## config.mk

```make
export PLATFORM = sky130hd
export DESIGN_NAME = scd_spi_port
export DESIGN_NICKNAME = d
export VERILOG_FILES = /design/src/inc/scd_pkg.sv /design/src/rtl/scd_spi_port.sv
export VERILOG_INCLUDE_DIRS = /design/src /design/src/inc
export SDC_FILE = /design/constraint.sdc
export NUM_CORES = 2
export LEC_CHECK = 0
export ABC_AREA = 1
export ABC_CLOCK_PERIOD_IN_PS = 207400
export BUFFER_PORTS_ARGS = -buffer_cell sky130_fd_sc_hd__buf_4
export CAP_MARGIN = 20
export CORE_MARGIN = 5
export CORE_UTILIZATION = 48
export CTS_CLUSTER_DIAMETER = 120
export DETAILED_ROUTE_END_ITERATION = 10
export HOLD_SLACK_MARGIN = 0.06
export PLACE_DENSITY = 0.72
export SLEW_MARGIN = 20
export SYNTH_ARGS = -nofsm -noshare
export SYNTH_HDL_FRONTEND = slang
export SYNTH_SLANG_ARGS = --single-unit
```

## constraint.sdc

```tcl
create_clock -name clk -period 207.4 [get_ports clk]
set_input_delay 10.37 -clock clk [delete_from_list [all_inputs] [get_ports clk]]
set_output_delay 10.37 -clock clk [all_outputs]
set_load 0.01 [all_outputs]
```

## src/inc/scd_cfg.svh

```systemverilog
`ifndef SCD_CFG_SVH
`define SCD_CFG_SVH

// control byte field positions, as they sit in the byte sent msb first
`define SCD_CTRL_BCAST   7
`define SCD_CTRL_RW      6
`define SCD_CTRL_REG     5

// bit index of the last bit of a byte
`define SCD_BYTE_LAST    3'h7
// used part of the address byte
`define SCD_ADDR_MSB     6

// index decrement seen per channel and per device
`define SCD_CID_DEC_CH   4'h1
`define SCD_CID_DEC_DEV  4'h2

// reset values
`define SCD_RST_BIT      1'b0
`define SCD_RST_CS       1'b1
`define SCD_RST_SCLK     1'b1
`define SCD_RST_BORROW   1'b1

`endif

```

## src/inc/scd_pkg.sv

```systemverilog
package scd_pkg;

	// byte position inside one transfer, gray along the usual path
	typedef enum logic [1:0] {
		SCD_PH_CTRL  = 2'h0,
		SCD_PH_ADDR  = 2'h1,
		SCD_PH_DATA  = 2'h3,
		SCD_PH_DATA2 = 2'h2
	} scd_phase_t;

	typedef logic [15:0] scd_word_t;

endpackage

```

## src/rtl/scd_spi_port.sv

```systemverilog
// Behaviour
// each channel forwards control byte with index decremented, lsb first.
// broadcast, read/write and space-select bits pass down unchanged.
// two channels in series inside the device, index drops by two.
// only the channel seeing index zero acts and answers.
// broadcast set: all bits forwarded unchanged, every channel applies the write.
// 8-bit master register access is control, address, one data byte.
// 8-bit master toggles chip select between bytes to end after one data byte.
// serial input ignored during the data bytes of a read.
// 16-bit master register access is four bytes in two words.
// chip select held after eighth data bit means eight more clocks follow.
// 16-bit register write discards the last eight bits.
// 16-bit register read shifts the same byte out twice.
// register read loads the shift register when the address byte completes.
// register write updates the register only after the full data byte.
// ram accesses always take four bytes.
// ram read shifts out the channel data buffer from the previous request.
// ram read end copies address to channel buffer and logs a pending read.
// pending requests served in service windows; pending flag shows outstanding.
// channel raises ram interrupt, if enabled, when its request is served.
// ram write moves address and data to channel buffers, logs pending write.
// buffers and pending flags are per channel and independent.
// four-bit index sits in low control bits, sent lsb first.
// master sets broadcast only for writes.
// chip select change off a byte boundary returns the engine to idle.
// only the seven low address bits are used.
// sample input on rising clock, drive output on falling, msb first.
// non-target channel keeps serial output released for the whole transaction.
`timescale 1ns/10ps
`include "scd_cfg.svh"

module scd_spi_port #(
	parameter int REG_DEPTH = 128
) (
	input  wire logic                   clk,
	input  wire logic                   reset_n,
	input  wire logic                   ce,
	input  wire logic                   sclk,
	input  wire logic                   cs_n,
	input  wire logic                   sdi,
	output logic                        sdo,
	output logic                        sdo_oe,
	output logic                        serial_through_out,
	input  wire logic                   ram_window,
	input  wire logic [1:0]             ram_int_en,
	input  wire logic [1:0][15:0]       ram_rdata,
	output logic      [1:0]             ram_req,
	output logic      [1:0]             ram_we,
	output logic      [1:0][6:0]        ram_addr,
	output logic      [1:0][15:0]       ram_wdata,
	output logic      [1:0]             ram_pending_flag,
	output logic      [1:0]             ram_int
);

	// serial decrement of one index bit while a borrow is pending
	function automatic logic scd_dec(input logic in_bit, input logic borrow, input logic act);
		scd_dec = in_bit ^ (borrow & act);
	endfunction

	logic                 rst_s1_q, rst_n_q;
	logic                 sclk_s1_q, sclk_s2_q, sclk_p_q;
	logic                 cs_s1_q, cs_s2_q, cs_p_q;
	logic                 sdi_s1_q, sdi_s2_q;
	scd_pkg::scd_phase_t  phase_q;
	logic [2:0]           bit_q;
	logic [7:0]           rx_q;
	logic                 bc_q, ctrl_rw_q, ctrl_reg_q;
	logic [6:0]           addr_q;
	scd_pkg::scd_word_t   data_q, shift_q;
	logic                 borrow0_q, borrow1_q, zero0_q, zero1_q;
	logic                 sdo_q, sdo_oe_q, through_q;
	logic [7:0]           reg_file_q [2][REG_DEPTH];
	logic [1:0]           req_q, wr_q, pend_q, int_q;
	logic [1:0][6:0]      abuf_q;
	logic [1:0][15:0]     dbuf_q;

	// reset release through two flops; the rest of the block uses rst_n_q
	always_ff @(posedge clk or negedge reset_n) begin
		if (!reset_n) begin
			rst_s1_q <= `SCD_RST_BIT;
			rst_n_q  <= `SCD_RST_BIT;
		end else begin
			rst_s1_q <= 1'b1;
			rst_n_q  <= rst_s1_q;
		end
	end

	// pin synchronisers; only the second stage and the edge flop are read
	always_ff @(posedge clk or negedge rst_n_q) begin
		if (!rst_n_q) begin
			// link clock idles high; resetting low would fake a rise after reset
			sclk_s1_q <= `SCD_RST_SCLK;
			sclk_s2_q <= `SCD_RST_SCLK;
			sclk_p_q  <= `SCD_RST_SCLK;
			cs_s1_q   <= `SCD_RST_CS;
			cs_s2_q   <= `SCD_RST_CS;
			cs_p_q    <= `SCD_RST_CS;
			sdi_s1_q  <= `SCD_RST_BIT;
			sdi_s2_q  <= `SCD_RST_BIT;
		end else if (ce) begin
			sclk_s1_q <= sclk;
			sclk_s2_q <= sclk_s1_q;
			sclk_p_q  <= sclk_s2_q;
			cs_s1_q   <= cs_n;
			cs_s2_q   <= cs_s1_q;
			cs_p_q    <= cs_s2_q;
			sdi_s1_q  <= sdi;
			sdi_s2_q  <= sdi_s1_q;
		end
	end

	// link events; clock edges qualified by chip select, select edges unqualified
	logic       cs_act, sclk_rise, sclk_fall, cs_edge, cs_rise, byte_end;
	logic       cid_win, dec_act, ch0_out, ch1_out;
	logic       addr_end, data_end, data2_end, reg_done, soft_rst;
	logic       rd_ch, rd_ok, reg_we, oe_d;
	logic [1:0] tgt;
	logic [7:0] rx_next, reg_val;
	logic [1:0] log_req;
	scd_pkg::scd_word_t load_val;

	assign cs_act    = !cs_s2_q;
	assign sclk_rise = sclk_s2_q && !sclk_p_q && cs_act;
	assign sclk_fall = !sclk_s2_q && sclk_p_q && cs_act;
	assign cs_edge   = cs_s2_q != cs_p_q;
	assign cs_rise   = cs_s2_q && !cs_p_q;
	assign byte_end  = sclk_rise && bit_q == `SCD_BYTE_LAST;
	assign rx_next   = {rx_q[6:0], sdi_s2_q};

	// index bits are the low nibble, so the second half of the control byte
	assign cid_win = phase_q == scd_pkg::SCD_PH_CTRL && bit_q[2];
	assign dec_act = cid_win && !bc_q;
	assign ch0_out = scd_dec(sdi_s2_q, borrow0_q, dec_act);
	assign ch1_out = scd_dec(ch0_out, borrow1_q, dec_act);

	// byte completions and transfer ends
	assign addr_end  = byte_end && phase_q == scd_pkg::SCD_PH_ADDR;
	assign data_end  = byte_end && phase_q == scd_pkg::SCD_PH_DATA;
	assign data2_end = byte_end && phase_q == scd_pkg::SCD_PH_DATA2;
	assign soft_rst  = cs_edge && bit_q != 3'h0;
	// an 8-bit master lifts chip select after the single data byte
	assign reg_done  = cs_rise && ctrl_reg_q && phase_q == scd_pkg::SCD_PH_DATA2;

	// target selection; broadcast reads are never answered to avoid contention
	assign tgt    = bc_q ? 2'h3 : {zero1_q, zero0_q};
	assign rd_ch  = zero1_q;
	assign rd_ok  = ctrl_rw_q && !bc_q && (zero0_q || zero1_q);
	assign reg_val = reg_file_q[rd_ch][rx_next[`SCD_ADDR_MSB:0]];
	assign load_val = ctrl_reg_q ? {reg_val, reg_val} : dbuf_q[rd_ch];
	assign reg_we = data_end && ctrl_reg_q && !ctrl_rw_q;
	assign log_req = (data2_end && !ctrl_reg_q) ? tgt : 2'h0;
	assign oe_d   = cs_act && rd_ok && phase_q[1];

	// byte framing; chip select edges win over a coincident clock edge
	always_ff @(posedge clk or negedge rst_n_q) begin
		if (!rst_n_q) begin
			phase_q <= scd_pkg::SCD_PH_CTRL;
			bit_q   <= 3'h0;
			rx_q    <= 8'h00;
		end else if (ce) begin
			if (soft_rst || reg_done) begin
				phase_q <= scd_pkg::SCD_PH_CTRL;
				bit_q   <= 3'h0;
			end else if (sclk_rise) begin
				rx_q  <= rx_next;
				bit_q <= bit_q + 3'h1;
				if (byte_end) begin
					unique case (phase_q)
						scd_pkg::SCD_PH_CTRL:  phase_q <= scd_pkg::SCD_PH_ADDR;
						scd_pkg::SCD_PH_ADDR:  phase_q <= scd_pkg::SCD_PH_DATA;
						scd_pkg::SCD_PH_DATA:  phase_q <= scd_pkg::SCD_PH_DATA2;
						scd_pkg::SCD_PH_DATA2: phase_q <= scd_pkg::SCD_PH_CTRL;
					endcase
				end
			end
		end
	end

	// control fields, address and write data capture
	always_ff @(posedge clk or negedge rst_n_q) begin
		if (!rst_n_q) begin
			bc_q       <= `SCD_RST_BIT;
			ctrl_rw_q  <= `SCD_RST_BIT;
			ctrl_reg_q <= `SCD_RST_BIT;
			addr_q     <= 7'h00;
			data_q     <= 16'h0000;
		end else if (ce && sclk_rise && !soft_rst) begin
			if (phase_q == scd_pkg::SCD_PH_CTRL && bit_q == 3'h0)
				bc_q <= sdi_s2_q;
			if (byte_end && phase_q == scd_pkg::SCD_PH_CTRL) begin
				ctrl_rw_q  <= rx_next[`SCD_CTRL_RW];
				ctrl_reg_q <= rx_next[`SCD_CTRL_REG];
			end
			if (addr_end)
				addr_q <= rx_next[`SCD_ADDR_MSB:0];
			// a read never samples the data bytes
			if (data_end && !ctrl_rw_q)
				data_q[15:8] <= rx_next;
			if (data2_end && !ctrl_rw_q)
				data_q[7:0] <= rx_next;
		end
	end

	// per channel index decrement and zero detection, restarted on each control byte
	always_ff @(posedge clk or negedge rst_n_q) begin
		if (!rst_n_q) begin
			borrow0_q <= `SCD_RST_BORROW;
			borrow1_q <= `SCD_RST_BORROW;
			zero0_q   <= `SCD_RST_BIT;
			zero1_q   <= `SCD_RST_BIT;
		end else if (ce && sclk_rise && !soft_rst) begin
			if (phase_q == scd_pkg::SCD_PH_CTRL && bit_q == 3'h0) begin
				borrow0_q <= `SCD_RST_BORROW;
				borrow1_q <= `SCD_RST_BORROW;
				zero0_q   <= 1'b1;
				zero1_q   <= 1'b1;
			end else if (cid_win) begin
				borrow0_q <= borrow0_q & ~sdi_s2_q;
				borrow1_q <= borrow1_q & ~ch0_out;
				zero0_q   <= zero0_q & ~sdi_s2_q;
				zero1_q   <= zero1_q & ~ch0_out;
			end
		end
	end

	// through output follows the second channel every cycle, so it trails sdi
	// by the two synchroniser stages and the output flop, well inside half a link clock period
	always_ff @(posedge clk or negedge rst_n_q) begin
		if (!rst_n_q)
			through_q <= `SCD_RST_BIT;
		else if (ce)
			through_q <= ch1_out;
	end

	// read shift register: load at address end, shift on falling edges
	always_ff @(posedge clk or negedge rst_n_q) begin
		if (!rst_n_q) begin
			shift_q  <= 16'h0000;
			sdo_q    <= `SCD_RST_BIT;
			sdo_oe_q <= `SCD_RST_BIT;
		end else if (ce) begin
			sdo_oe_q <= oe_d;
			if (addr_end && ctrl_rw_q && !soft_rst)
				shift_q <= load_val;
			else if (sclk_fall) begin
				sdo_q   <= shift_q[15];
				shift_q <= {shift_q[14:0], 1'b0};
			end
		end
	end

	// register file, written by every targeted channel after the data byte
	always_ff @(posedge clk or negedge rst_n_q) begin
		if (!rst_n_q) begin
			for (int c = 0; c < 2; c++)
				for (int a = 0; a < REG_DEPTH; a++)
					reg_file_q[c][a] <= 8'h00;
		end else if (ce && reg_we) begin
			for (int c = 0; c < 2; c++)
				if (tgt[c])
					reg_file_q[c][addr_q] <= rx_next;
		end
	end

	// ram request buffers per channel; a new request beats a completing one
	always_ff @(posedge clk or negedge rst_n_q) begin
		if (!rst_n_q) begin
			req_q  <= 2'h0;
			wr_q   <= 2'h0;
			pend_q <= 2'h0;
			int_q  <= 2'h0;
			abuf_q <= '0;
			dbuf_q <= '0;
		end else if (ce) begin
			for (int c = 0; c < 2; c++) begin
				req_q[c] <= ram_window && pend_q[c] && !req_q[c] && !log_req[c];
				int_q[c] <= req_q[c] && ram_int_en[c];
				if (log_req[c]) begin
					abuf_q[c] <= addr_q;
					wr_q[c]   <= !ctrl_rw_q;
					pend_q[c] <= 1'b1;
					if (!ctrl_rw_q)
						dbuf_q[c] <= {data_q[15:8], rx_next};
				end else if (req_q[c]) begin
					pend_q[c] <= 1'b0;
					if (!wr_q[c])
						dbuf_q[c] <= ram_rdata[c];
				end
			end
		end
	end

	assign sdo                = sdo_q;
	assign sdo_oe             = sdo_oe_q;
	assign serial_through_out = through_q;
	assign ram_req            = req_q;
	assign ram_we             = wr_q;
	assign ram_addr           = abuf_q;
	assign ram_wdata          = dbuf_q;
	assign ram_pending_flag   = pend_q;
	assign ram_int            = int_q;

	// checking helpers: index as received and as forwarded, lsb first
	logic [3:0] rx_cid_h, ch0_cid_h, thr_cid_h;
	always_ff @(posedge clk or negedge rst_n_q) begin
		if (!rst_n_q) begin
			rx_cid_h  <= 4'h0;
			ch0_cid_h <= 4'h0;
			thr_cid_h <= 4'h0;
		end else if (ce && sclk_rise && cid_win) begin
			rx_cid_h  <= {sdi_s2_q, rx_cid_h[3:1]};
			ch0_cid_h <= {ch0_out, ch0_cid_h[3:1]};
			thr_cid_h <= {through_q, thr_cid_h[3:1]};
		end
	end

	logic cid_last;
	assign cid_last = ce && sclk_rise && cid_win && bit_q == `SCD_BYTE_LAST && !soft_rst;
endmodule

```

=== After elaboration in Yosys (flattened, before gate mapping) ===
Cells that the tools add are included.
Widths: inputs -> output; s select.

* Flip-flop bits (word level): 2165
* Output and inout port bits: 57
* Bits of input ports: 41

* Reduce and logical (&&, ||, !) cells: 79
* $lt $le $gt $ge: 5
* Equality and inequality tests: 9
* Mux-type cells: 42
* Bitwise logic cells: 15
* Add/sub/neg operators: 1

{| class="wikitable"
|+ Operator list
! operator !! count
|-
| $mux 1024 || 3
|-
| $bwmux 1024 || 2
|-
| $mux 16 || 12
|-
| $bmux 8 s7 || 1
|-
| $demux 8 s7 || 1
|-
| $logic_and 1x1->1 || 38
|-
| $reduce_and 2->1 || 13
|-
| $mux 8 || 3
|-
| $ge 8x8->1 const B || 2
|-
| $not 7->8 || 2
|-
| $logic_not 1->1 || 12
|-
| $mux 1 || 12
|-
| $reduce_bool 2->1 || 6
|-
| $mux 2 || 5
|-
| $reduce_and 3->1 || 3
|-
| $lt 8x1->1 const B || 1
|-
| $pmux 2 s4 || 1
|-
| $reduce_and 4->1 || 2
|-
| $and 1x1->1 || 6
|-
| $mux 3 || 2
|-
| $eq 2x2->1 const B || 2
|-
| $ne 2x1->1 const B || 2
|-
| $ne 2x2->1 const B || 2
|-
| $not 1->1 || 4
|-
| other kinds (12) || 14
|}

=== Longest topological paths before layout ===
* Depth after elaboration: 9
* Depth in mapped cells: 17
* Gate-level depth less buffers: 13

=== Least setup slack after synthesis ===
No wires, ideal clock.

* Path type: input to register
* Start point: input port ce
* End point: register data_q[13]
* Stages: 9
* Buffers on the path: 2
* Arrival: 11.648 ns
* Setup slack: 195.616 ns
* Library setup time: 0.136 ns
* Path through: buf_2 -> clkinv_1 -> nor4_1 -> nand2_1 -> inv_1 -> nand2_1 -> clkbuf_1 -> nand2_1 -> o21ai_0

* Cells in the longest elaborated chain, start to end: 3

{| class="wikitable"
|+ RTL lines
! what !! line !! RTL
|-
| start: declaration || scd_spi_port.sv:37 || <nowiki>input wire logic ce,</nowiki>
|-
| $logic_and 1x1->1 || -- ||
|-
| $logic_and 1x1->1 || scd_spi_port.sv:187 || <nowiki>end else if (ce && sclk_rise && !soft_rst) begin</nowiki>
|-
| $reduce_and 2->1 (no line) || -- ||
|-
| end signal: assignment || scd_spi_port.sv:198 || <nowiki>data_q[15:8] <= rx_next;</nowiki>
|-
| end: declaration || scd_spi_port.sv:69 || <nowiki>scd_pkg::scd_word_t data_q, shift_q;</nowiki>
|}

Every way passes these cells.
A chain may end at the register's enable or synchronous reset.

=== Worst setup path after layout ===
* Start point: input port ce
* End point: register reg_file_q[47] (netlist name)

* Cells in the longest elaborated chain, start to end: 2

{| class="wikitable"
|+ RTL lines
! what !! line !! RTL
|-
| $logic_and 1x1->1 || scd_spi_port.sv:258 || <nowiki>end else if (ce && reg_we) begin</nowiki>
|-
| $reduce_and 2->1 (no line) || -- ||
|-
| end signal: indexed assignment || scd_spi_port.sv:261 || <nowiki>reg_file_q[c][addr_q] <= rx_next;</nowiki>
|-
| end: declaration || scd_spi_port.sv:72 || <nowiki>logic [7:0] reg_file_q [2][REG_DEPTH];</nowiki>
|}

Every way passes these cells.

==> impl_results.md <==
- Final worst path period share: 0.0653
- CTS H-tree depth: 4
- Top FF cell, synth: dfrtp_1
- CP Data Arrival Time: 14210 ps
- Rel. slew slack: 0.256
- Setup Skew: 25.0 ps
- Antenna violations before repair: 1
- FILL cells: 19290
- Yosys cell types: 42
- Cts repair resizes: 0
- Leak: 0.0490 uW
- Post-CTS setup buffers: 0
- Synth Warn #: 0
- DRC: 0
- Synth Register Bits: between 2000 and 2500
- Initial Util: 0.481
- Routed vias/inst: 5.78
- Gr usage total: 0.255
- DP HPWL: 164000 um
- Final Hold Fails: 0
- Sequential area share after synthesis: 0.532
- Post-Syn Area: 102000 um2
- Most frequent cells in the layout: nand2_1, dfrtp_1, nand3_1
- Outcome: completed
- Critical path endpoint category: register
- Slew at the pin closest to its max-slew limit: about 1100 ps
- Hold slack: 322 ps
- Multi-input logic area: around 41000 um2
- CP Class: in2reg
- Post-synth EDFFs: 0
- First-pass GRT wire length: between 400000 and 500000 um
- Clock Pin Slew Worst Setup and Hold Paths: 60 ps
- Syn Inst Count: 12278
- Core region area: 212000 um2
- Chip width: ~470 um
- Post-DR wirelength/cell: slightly below 20 um
- Routed WL: 289000 um
- Tmin final: ~14000 ps
- Clock Tree Buf Depth: 3
- Total CTS buffers: 214
- Layout cells sized above 1: 0.0706
- Critical Path Source Type: input port
- Clock Latency Late Sink: about 860 ps
- R2R cell count: 7
- Post-CTS Hold Fix Bufs: 0
- Clock Sinks: roughly 2200
- Total iterations of the first detailed-routing run: 9
- Synthesized Nets: 12323
- Commonest non-fill, non-tap cell in the layout: nand2_1
- Maximum clock rate: 73.9 MHz
- CTS tree: built
- HP Class: reg2async
- Net count reported at finish: 11743
- Setup-failing EPs final: 0
- Mean area per synthesized cell: approximately 8.3 um2
- Crit Path Max Fanout: 32
- RSZ-0062 raised after global routing: no
- Area delta synth->final: 6.39%
- FF/Latch Area: 54200 um2
- IO Count: between 90 and 100
- GRT overflow: 0
- Port bufs: 97
- Pwr Density: ~10 nW/um2
- Largest net degree at the start of global routing: 197
- GP Congestion: 0.871
- Vias in the first global route: 81118
- Die H: 471 um
- Final Max Slew Viols: 0
- Die ar.: around 220000 um2
- Worst VDD drop: around 0.00001 V
- Asr flop ratio synth: 1.00
- Row cnt: between 150 and 200
- DR vias: 84892
- Critical Path RT: 208080 ps
- DRT antenna net count: 0
- Maximum Capacitance Violations: 0
- Final TNS setup: 0 ps
- Clock tree root driver cell: clkbuf_16
- 1st-iter DRT viols: 10790
-- where the power goes --
part	leakage [uW]	internal (uW)	switching [uW]
logic	0.0152	41.7	214
registers	0.0302	425	8.70
clock network	0.00358	232	167
-- metal layers --
layer,global-route usage,vias to the layer above,share of wire
li1,-,39463,-
met1,0.354,41163,0.42
met2,0.394,3677,0.45
met3,0.0548,589,0.092
met4,0.101,0,0.040
met5,0,-,0
-- through the flow --
step | cells | total power, uW | area (um2) | util | worst slack (ps)
5_1_grt | 14693 | 1120 | 108000 | 0.512 | 193700
6_report | 14693 | 1090 | 108000 | 0.512 | 193870
3_3_place_gp | 14300 | 689 | 101000 | 0.477 | 193060
2_1_floorplan | 12278 | 596 | 102000 | - | 142600
4_1_cts | 14689 | 1090 | 108000 | 0.511 | 193960
3_5_place_dp | 14300 | 690 | 101000 | 0.477 | 193050
-- critical path: stages --
cell,delay (ps)
buf_4,210
nand3_2,170
nor2_4,750
buf_4,950
buf_4,900
nand2_1,510
nand2_1,150
o21ai_0,90
-- path summary, 6_finish.rpt --
| kind | start | endpoint | slack (ps) |
|---|---|---|---|
| setup / recovery | ce | reg_file_q[47]$_DFFE_PN0P_ | 193870 |
| hold / removal | rst_n_q$_DFF_PN0_ | reg_file_q[764]$_DFFE_PN0P_ | 320 |
| setup reg to reg | rst_n_q$_DFF_PN0_ | reg_file_q[1327]$_DFFE_PN0P_ | 200630 |
| hold reg to reg | rst_n_q$_DFF_PN0_ | reg_file_q[764]$_DFFE_PN0P_ | 320 |
| max in group asynchronous | reset_n | rst_n_q$_DFF_PN0_ | 197990 |
| min in group clk | rst_s1_q$_DFF_PN0_ | rst_n_q$_DFF_PN0_ | 350 |
-- registers in the layout, summed over array words and instances, names as in the netlist, 2 cells and up --
name              count
reg_file_q         2048
ram_wdata            32
shift_q              16
ram_addr             14
data_q                8
addr_q                7
rx_q                  7
bit_q                 3
phase_q               2
ram_int               2
ram_pending_flag      2
ram_req               2
ram_we                2
-- Yosys cell counts, types with 2 or more instances --
library cell,count,area share
nand2_4,238,0.026
nand3_1,2056,0.10
clkbuf_1,483,0.018
nand4_1,3,0.00018
o21ai_1,1611,0.079
nor2_1,219,0.0081
o21ai_0,512,0.025
dfrtp_1,2157,0.53
a21oi_1,19,0.00093
a31oi_1,32,0.0020
buf_6,233,0.026
o22ai_1,2,0.00012
ha_1,4,0.00049
buf_1,70,0.0026
inv_1,45,0.0017
dfstp_2,8,0.0021
buf_2,192,0.0094
nand2_1,4334,0.16
buf_12,24,0.0047
nand2_2,4,0.00025
nor2_2,3,0.00018
buf_4,2,0.00015
inv_2,4,0.00015
nand3_2,2,0.00020
clkinv_1,4,0.00015
-- cells by family after synthesis --
group                      Yosys count  synth area share
adders and majority gates            4          0.000492
muxes                                1          0.000111
xor gates and xnor gates             2          0.000172
and+or+nand+nor                   6864             0.297
buffers and inverters             1058            0.0626
AOI/OAI and AO/OA                 2183             0.108
other                                1         0.0000368
DFF                               2165             0.532
-- final cells by class --
type,count,area share
Antenna cell,1,0.0000231
Clock buffer,327,0.0601
Clock inverter,62,0.00671
Inverter,53,0.00246
Multi-Input combinational cell,9055,0.382
Sequential cell,2165,0.500
Tap cell,2821,0.0326
Timing Repair Buffer,209,0.0160
Note: power is estimated with default switching activity, not from simulation.
